File: config.mk
export PLATFORM = sky130hd
export DESIGN_NAME = mbos_slave
export DESIGN_NICKNAME = d
export VERILOG_FILES = /design/src/verilog/mbos_pkg.sv /design/src/verilog/mbos_reply_if.sv /design/src/verilog/mbos_slave.sv /design/src/verilog/mbos_reply_tx.sv
export SDC_FILE = /design/constraint.sdc
export NUM_CORES = 1
export LEC_CHECK = 0
export ABC_AREA = 0
export BUFFER_PORTS_ARGS = -buffer_cell sky130_fd_sc_hd__buf_2
export CELL_PAD_IN_SITES_DETAIL_PLACEMENT = 0
export CELL_PAD_IN_SITES_GLOBAL_PLACEMENT = 1
export CORE_MARGIN = 10
export CORE_UTILIZATION = 45
export CTS_BUF_LIST = sky130_fd_sc_hd__clkbuf_2
export DETAILED_ROUTE_END_ITERATION = 16
export PLACE_DENSITY = 0.95
export SLEW_MARGIN = 20
export SYNTH_ARGS = -nofsm -noshare
export SYNTH_HDL_FRONTEND = slang
export SYNTH_SLANG_ARGS = --single-unit
File: constraint.sdc
create_clock -name core_clk_i -period 6.2 [get_ports core_clk_i]
set_clock_uncertainty 0.05 [all_clocks]
set_input_delay 0.93 -clock core_clk_i [delete_from_list [all_inputs] [get_ports core_clk_i]]
set_output_delay 0.93 -clock core_clk_i [all_outputs]
set_load 0.1 [all_outputs]
File: src/verilog/mbos_pkg.sv
// Constants and types shared by the modbus output slave block
package mbos_pkg;
	// ----------------------------------------------------------------
	// Function codes and field values
	// ----------------------------------------------------------------
	localparam logic [7:0]  FC_WRITE_COIL    = 8'h05;
	localparam logic [7:0]  FC_PRESET_REG    = 8'h06;
	localparam logic [7:0]  FC_READ_EXC      = 8'h07;
	localparam logic [7:0]  EXC_FLAG         = 8'h80;
	localparam logic [7:0]  EXC_ILLEGAL_FUNC = 8'h01;
	localparam logic [7:0]  EXC_ILLEGAL_ADDR = 8'h02;
	localparam logic [15:0] COIL_ON          = 16'hFF00;
	localparam logic [15:0] COIL_OFF         = 16'h0000;
	localparam logic [15:0] COIL_ADDR_MAX    = 16'h000F;
	localparam logic [15:0] PRESET_ADDR      = 16'h0000;
	// ----------------------------------------------------------------
	// Reset values and sizes
	// ----------------------------------------------------------------
	localparam logic [15:0] OUT_RST          = 16'h0000;
	localparam logic [7:0]  BYTE_RST         = 8'h00;
	localparam int          REQ_BYTES        = 5;
	localparam int          EXC_BYTES        = 2;
	localparam int          STAT_BYTES       = 2;
	localparam int          BYTES_W          = 3;
	// Reply emitter states
	typedef enum logic [1:0] {MBOS_IDLE, MBOS_SEND} mbos_tx_state_t;
endpackage : mbos_pkg

File: src/verilog/mbos_reply_if.sv
// Reply frame handed from the decoder to the byte emitter
`timescale 1ns/1ps
`default_nettype none
interface mbos_reply_if;
	logic       start;
	logic [7:0] frame [5];
	logic [2:0] len;
	logic       busy;
	modport src (output start, output frame, output len, input busy);
	modport dst (input start, input frame, input len, output busy);
endinterface : mbos_reply_if
`default_nettype wire

File: src/verilog/mbos_slave.sv
// Modbus output slave: coil and register writes, exception status
// ----------------------------------------------------------------
// Functional notes
// Coil write accepted at addresses 0..15
// Value FF00 switches addressed output on
// Value 0000 off; other outputs unchanged
// Write replies echo request byte-for-byte
// Register preset only at address zero
// Preset bit n drives output n
// Status reply: code 07 plus one byte
// Status LSB is output 0, MSB output 7
// Status carries only outputs 0..7
// Exception reply: code plus 80, code 01/02
// Master latches response and exception codes
// Master stores function-7 byte to destination
// ----------------------------------------------------------------
`timescale 1ns/1ps
`default_nettype none
module mbos_slave
(
	input  wire logic        core_clk_i,
	input  wire logic        rst_b_i,
	input  wire logic        req_valid_i,
	input  wire logic [7:0]  req_func_i,
	input  wire logic [15:0] req_addr_i,
	input  wire logic [15:0] req_value_i,
	output logic             req_ready_o,
	output logic             tx_valid_o,
	output logic [7:0]       tx_data_o,
	output logic             tx_last_o,
	output logic [15:0]      dout_o,
	input  wire logic        rsp_valid_i,
	input  wire logic [7:0]  rsp_func_i,
	input  wire logic [7:0]  rsp_data_i,
	input  wire logic [7:0]  rsp_dest_i,
	output logic [7:0]       response_function_query_o,
	output logic [7:0]       exception_code_query_o,
	output logic             dest_we_o,
	output logic [7:0]       dest_addr_o,
	output logic [7:0]       dest_data_o
);
	mbos_reply_if rep ();
	logic       start_q;
	logic [7:0] frame_q [5];
	logic [2:0] len_q;

	// Is this a request that may be accepted now
	function automatic logic take(input logic v, input logic b);
		return v && !b;
	endfunction

	// Taken only while ready stands, so a held request is not taken twice
	logic go;
	assign go = take(req_valid_i, rep.busy || start_q || !req_ready_o);

	// ----------------------------------------------------------------
	// Output state
	// ----------------------------------------------------------------
	always_ff @(posedge core_clk_i)
	begin
		if (!rst_b_i)
			dout_o <= mbos_pkg::OUT_RST;
		else if (go)
		begin
			// coil range decode
			if (req_func_i == mbos_pkg::FC_WRITE_COIL &&
			    req_addr_i <= mbos_pkg::COIL_ADDR_MAX)
			begin
				// coil on
				if (req_value_i == mbos_pkg::COIL_ON)
					dout_o[req_addr_i[3:0]] <= 1'b1;
				// coil off, others kept
				else if (req_value_i == mbos_pkg::COIL_OFF)
					dout_o[req_addr_i[3:0]] <= 1'b0;
			end
			// preset at address zero
			else if (req_func_i == mbos_pkg::FC_PRESET_REG &&
			         req_addr_i == mbos_pkg::PRESET_ADDR)
				// whole word to outputs
				dout_o <= req_value_i;
		end
	end

	// ----------------------------------------------------------------
	// Reply frame build
	// ----------------------------------------------------------------
	always_ff @(posedge core_clk_i)
	begin
		if (!rst_b_i)
		begin
			start_q <= 1'b0;
			len_q   <= '0;
			for (int i = 0; i < 5; i++)
				frame_q[i] <= mbos_pkg::BYTE_RST;
		end
		else
		begin
			start_q <= go;
			if (go)
			begin
				unique case (req_func_i)
					mbos_pkg::FC_WRITE_COIL, mbos_pkg::FC_PRESET_REG:
					begin
						if ((req_func_i == mbos_pkg::FC_WRITE_COIL &&
						     req_addr_i <= mbos_pkg::COIL_ADDR_MAX &&
						     (req_value_i == mbos_pkg::COIL_ON ||
						      req_value_i == mbos_pkg::COIL_OFF)) ||
						    (req_func_i == mbos_pkg::FC_PRESET_REG &&
						     req_addr_i == mbos_pkg::PRESET_ADDR))
						begin
							// echo of request
							frame_q[0] <= req_func_i;
							frame_q[1] <= req_addr_i[15:8];
							frame_q[2] <= req_addr_i[7:0];
							frame_q[3] <= req_value_i[15:8];
							frame_q[4] <= req_value_i[7:0];
							len_q      <= 3'(mbos_pkg::REQ_BYTES);
						end
						else
						begin
							// illegal address exception
							frame_q[0] <= req_func_i | mbos_pkg::EXC_FLAG;
							frame_q[1] <= mbos_pkg::EXC_ILLEGAL_ADDR;
							len_q      <= 3'(mbos_pkg::EXC_BYTES);
						end
					end
					mbos_pkg::FC_READ_EXC:
					begin
						// code then one byte
						frame_q[0] <= mbos_pkg::FC_READ_EXC;
						// low eight outputs only
						frame_q[1] <= dout_o[7:0];
						len_q      <= 3'(mbos_pkg::STAT_BYTES);
					end
					default:
					begin
						// illegal function exception
						frame_q[0] <= req_func_i | mbos_pkg::EXC_FLAG;
						frame_q[1] <= mbos_pkg::EXC_ILLEGAL_FUNC;
						len_q      <= 3'(mbos_pkg::EXC_BYTES);
					end
				endcase
			end
		end
	end

	assign rep.start = start_q;
	assign rep.frame = frame_q;
	assign rep.len   = len_q;

	// Ready shown one cycle late from the busy state
	always_ff @(posedge core_clk_i)
	begin
		if (!rst_b_i)
			req_ready_o <= 1'b0;
		else
			req_ready_o <= !(rep.busy || start_q || go);
	end

	mbos_reply_tx u_tx
	(
		.core_clk_i (core_clk_i),
		.rst_b_i    (rst_b_i),
		.rep        (rep),
		.tx_valid_o (tx_valid_o),
		.tx_data_o  (tx_data_o),
		.tx_last_o  (tx_last_o)
	);

	// ----------------------------------------------------------------
	// Master-side response capture
	// ----------------------------------------------------------------
	always_ff @(posedge core_clk_i)
	begin
		if (!rst_b_i)
		begin
			response_function_query_o <= mbos_pkg::BYTE_RST;
			exception_code_query_o    <= mbos_pkg::BYTE_RST;
		end
		else if (rsp_valid_i)
		begin
			// latch function and exception code
			response_function_query_o <= rsp_func_i;
			if (rsp_func_i[7])
				exception_code_query_o <= rsp_data_i;
		end
	end

	// Function-7 data into destination array
	always_ff @(posedge core_clk_i)
	begin
		if (!rst_b_i)
		begin
			dest_we_o   <= 1'b0;
			dest_addr_o <= mbos_pkg::BYTE_RST;
			dest_data_o <= mbos_pkg::BYTE_RST;
		end
		else
		begin
			// store status byte
			dest_we_o <= rsp_valid_i && rsp_func_i == mbos_pkg::FC_READ_EXC;
			if (rsp_valid_i && rsp_func_i == mbos_pkg::FC_READ_EXC)
			begin
				dest_addr_o <= rsp_dest_i;
				dest_data_o <= rsp_data_i;
			end
		end
	end
endmodule : mbos_slave
`default_nettype wire

File: src/verilog/mbos_reply_tx.sv
// Byte emitter that sends a reply frame one byte per cycle
`timescale 1ns/1ps
`default_nettype none
module mbos_reply_tx
(
	input  wire logic       core_clk_i,
	input  wire logic       rst_b_i,
	mbos_reply_if.dst       rep,
	output logic            tx_valid_o,
	output logic [7:0]      tx_data_o,
	output logic            tx_last_o
);
	mbos_pkg::mbos_tx_state_t state_q;
	logic [2:0]               idx_q;
	logic [7:0]               buf_q [5];
	logic [2:0]               len_q;

	// ----------------------------------------------------------------
	// Frame capture and byte stepping
	// ----------------------------------------------------------------
	always_ff @(posedge core_clk_i)
	begin
		if (!rst_b_i)
		begin
			state_q    <= mbos_pkg::MBOS_IDLE;
			idx_q      <= '0;
			len_q      <= '0;
			tx_valid_o <= 1'b0;
			tx_data_o  <= mbos_pkg::BYTE_RST;
			tx_last_o  <= 1'b0;
			for (int i = 0; i < 5; i++)
				buf_q[i] <= mbos_pkg::BYTE_RST;
		end
		else
		begin
			unique case (state_q)
				mbos_pkg::MBOS_IDLE:
				begin
					tx_valid_o <= 1'b0;
					tx_last_o  <= 1'b0;
					if (rep.start)
					begin
						buf_q   <= rep.frame;
						len_q   <= rep.len;
						idx_q   <= '0;
						state_q <= mbos_pkg::MBOS_SEND;
					end
				end
				mbos_pkg::MBOS_SEND:
				begin
					tx_valid_o <= 1'b1;
					tx_data_o  <= buf_q[idx_q];
					tx_last_o  <= (idx_q == len_q - 3'd1);
					idx_q      <= idx_q + 3'd1;
					if (idx_q == len_q - 3'd1)
						state_q <= mbos_pkg::MBOS_IDLE;
				end
			endcase
		end
	end

	// Busy while a frame is pending or leaving
	assign rep.busy = (state_q != mbos_pkg::MBOS_IDLE) || tx_valid_o;
endmodule : mbos_reply_tx
`default_nettype wire

==> summary.md <==
| Metric | Value |
|---|---|
| Delay-heaviest family, CP | `simple AND/OR/NAND/NOR gates` |
| Xor and xnor area share after synthesis | `0.584%` |
| Antenna cells | `0` |
| CTS Sinks | `149` |
| Final WL | `17,200 µm` |
| Initial Util | `45.6%` |
| Max Cap Viol | `0` |
| Clock transition at the registers of the reported paths | `220 ps` |
| Area contributors post-synth | `dfxtp_1, nand2_1, mux2i_1` |
| Required time of the critical path | `6760 ps` |
| Final Hold Viols | `0` |
| Setup CP Type | `primary input to register` |
| Final Setup Violations | `0` |
| Gate power share | `11.2%` |
| CTS Buffer Depth | `2` |
| Avg Vias per Cell | `5.51` |
| Worst-Margin Slew | `931 ps` |
| CP Launch Point | `req_addr_i[4]` |
| Die ar. | `18,300 µm²` |
| CTS Hold Bufs | `0` |
| Switching Fraction | `29.7%` |
| Syn nets | `757` |
| Syn-to-layout area delta | `16.5%` |
| Crit start category | `primary input` |
| NumNets Final | `863` |
| Area share of the largest cell type after synthesis | `49.8%` |
| Max FO, Critical Path | `18` |
| CP Buf/Inv Count | `1` |
| PD cells | `255 nW/µm²` |
| Synthesized-area fraction occupied by adder cells | `0.417%` |
| Post-DP HPWL | `12,600 µm` |
| FILL cells | `1,258` |
| Wire length per cell | `17.5 µm` |
| Global-route usage over all layers | `18.5%` |
| Yosys Warn Count | `0` |
| Post-synthesis compound-gate area fraction | `15.5%` |
| Reg2Reg Depth | `6` |
| R2R Path Start | `u_tx.state_q[0]$_SDFFE_PN0P_` |
| Most frequent cells in the layout | `dfxtp_1, nand2_1, buf_2, a21oi_1, nor2_1` |
| Area of the core | `13,100 µm²` |
| Num rows | `42` |
| Number of synthesized flops with an enable pin | `0` |
| CP Depth | `7` |
| Placed instance count | `949` |
| Setup bufs post-CTS | `0` |
| Die H | `135 µm` |
| First-pass GRT wire length | `27,200 µm` |
| P_leak | `0.00279 µW` |
| Final period utilization | `44.5%` |
| Clock share of power | `33.1%` |
| CTS Buf Count | `17` |
| Ys async rst share | `0%` |
| Max IR drop VDD | `117 µV` |
| Crit-path cells | `buf_2 > or4_1 > nand2b_1 > or3_1 > o21ai_0 > nand2_1 > and3_1` |
| Internal power | `1250 µW` |
| CP max-delay cell | `or3_1` |
| Post-synthesis mux area share | `10.0%` |
| Area leader, netlist | `dfxtp_1` |
| DRT antenna net count | `0` |
| Sequential element share of the synthesized area | `49.8%` |
| #FFs+latches synth | `149` |
| Sw power | `529 µW` |
| Crit-path max cell delay | `640 ps` |
| Setup total negative slack | `0 ps` |
| Largest net degree at the start of global routing | `119` |
| Cells after Synth | `687` |
| Slew Limit Headroom | `37.4%` |
| Hold Crit Class | `primary input to register` |
| Share of cells above drive strength 1 | `22.5%` |
| Most common cell after layout, fill and taps aside | `dfxtp_1` |
| H-tree levels | `4` |
| GP Congestion | `0.948` |
| Status | `completed` |
| RSZ-0062 raised after global routing | `false` |
| Syn Area/Cell | `8.73 µm²` |
| Initial antenna violation count | `0` |
| Post-synthesis simple-gate area fraction | `20.4%` |
| Post-synth top flop | `dfxtp_1` |
| Cell Area, Synth | `5990 µm²` |
| Clock period minus final worst setup slack | `2760 ps` |
| Netlist cell types | `45` |
| Final Max Tran Viols | `0` |
| # IOs | `128` |
| Post_cts resized | `0` |
| Via count | `5,414` |
| 1st-iter DRT viols | `437` |
| CP Capture Point | `frame_q[20]$_SDFFE_PN0P_` |
| Gr ovfl total | `0` |
| R2r setup slk | `3490 ps` |
| Largest family of logic cells by synthesized area | `simple AND/OR/NAND/NOR gates` |
| Post-route DRC violation count | `0` |
| Fmax | `0.362 GHz` |
| Vias in the first global route | `5,254` |
| Fin cells | `982` |
| Chip width | `135 µm` |
| Sequential share of power | `55.7%` |
| Crit end category | `register` |
| Clk_lat worst skew | `710 ps` |
| First-pass DRT Iterations | `5` |
| CTS tree | `yes` |
| Root Buffer Master | `clkbuf_2` |
| Number of port buffers | `127` |
| Crit path DAT | `3320 ps` |
tightest hold or removal path, cell delays in order:
cell and delay [ps]:
buf_2 80, mux2i_1 50, nor2_1 70
worst min path at each step:
stage | start | to | depth (start not counted)
5_1_grt | rsp_dest_i[5] | dest_addr_o[5]$_SDFFE_PN0P_ | 3
3_5_place_dp | exception_code_query_o[1]$_SDFFE_PN0P_ | exception_code_query_o[1]$_SDFFE_PN0P_ | 2
3_3_place_gp | exception_code_query_o[4]$_SDFFE_PN0P_ | exception_code_query_o[4]$_SDFFE_PN0P_ | 2
2_1_floorplan | frame_q[20]$_SDFFE_PN0P_ | u_tx.buf_q[20]$_SDFFE_PN0P_ | 2
6_report | rsp_dest_i[5] | dest_addr_o[5]$_SDFFE_PN0P_ | 3
4_1_cts | rsp_dest_i[5] | dest_addr_o[5]$_SDFFE_PN0P_ | 3
cell type report:
cell class / instances / area, µm² / area share (%)
sequential: 149 / 2980 / 42.7
multi-input combinational: 487 / 2810 / 40.3
timing repair buffer: 132 / 681 / 9.75
tap: 176 / 220 / 3.15
clock inverter: 15 / 180 / 2.58
clock buffer: 17 / 85.1 / 1.22
inverter: 6 / 23.8 / 0.340
synth_stat cells, types with 10 or more instances:
cell,number
a211oi_1,16
mux2i_1,42
nand2b_1,10
nand2_1,129
dfxtp_1,149
o21ai_0,20
nand3_1,13
a21oi_1,81
clkbuf_1,36
nor2_1,69
nor3_1,17
o22ai_1,15
per-stage QoR:
step	power, µW	hold WS, ps	setup WS, ps	util, %	area (µm²)
6_report	1780	394	3440	53.2	6980
5_1_grt	1850	336	3200	53.2	6980
4_1_cts	1790	361	3500	53.0	6970
3_5_place_dp	1210	394	2720	51.0	6700
3_3_place_gp	1200	389	2760	51.0	6700
2_1_floorplan	1150	377	3210	-	5990
power by group through the flow:
stage / Sequential [µW] / Combinational (µW) / Clock, µW
5_1_grt: 994 / 212 / 647
3_5_place_dp: 1010 / 198 / 0
2_1_floorplan: 1070 / 70.6 / 0
3_3_place_gp: 1010 / 196 / 0
6_report: 990 / 199 / 589
4_1_cts: 991 / 198 / 597
layer usage:
layer  part of all wire [%]  global-route usage [%]  up-vias
met1                     43                    23.0     2548
li1                       -                       -     2628
met2                     48                    30.1      210
met5                      0                       0        -
met4                    1.5                    5.20        0
met3                    7.5                    5.71       28
logic make-up (layout without fill, tap and decap cells):
| logic type | count (synthesis) | in the layout |
|---|---|---|
| muxes | 50 | 50 |
| xor gates and xnor gates | 4 | 4 |
| DFF | 149 | 149 |
| AOI/OAI and AO/OA | 155 | 155 |
| and+or+nand+nor | 276 | 276 |
| adders and majority gates | 2 | 2 |
| buffers and inverters | 51 | 170 |
Note: power is estimated with default switching activity, not from simulation.
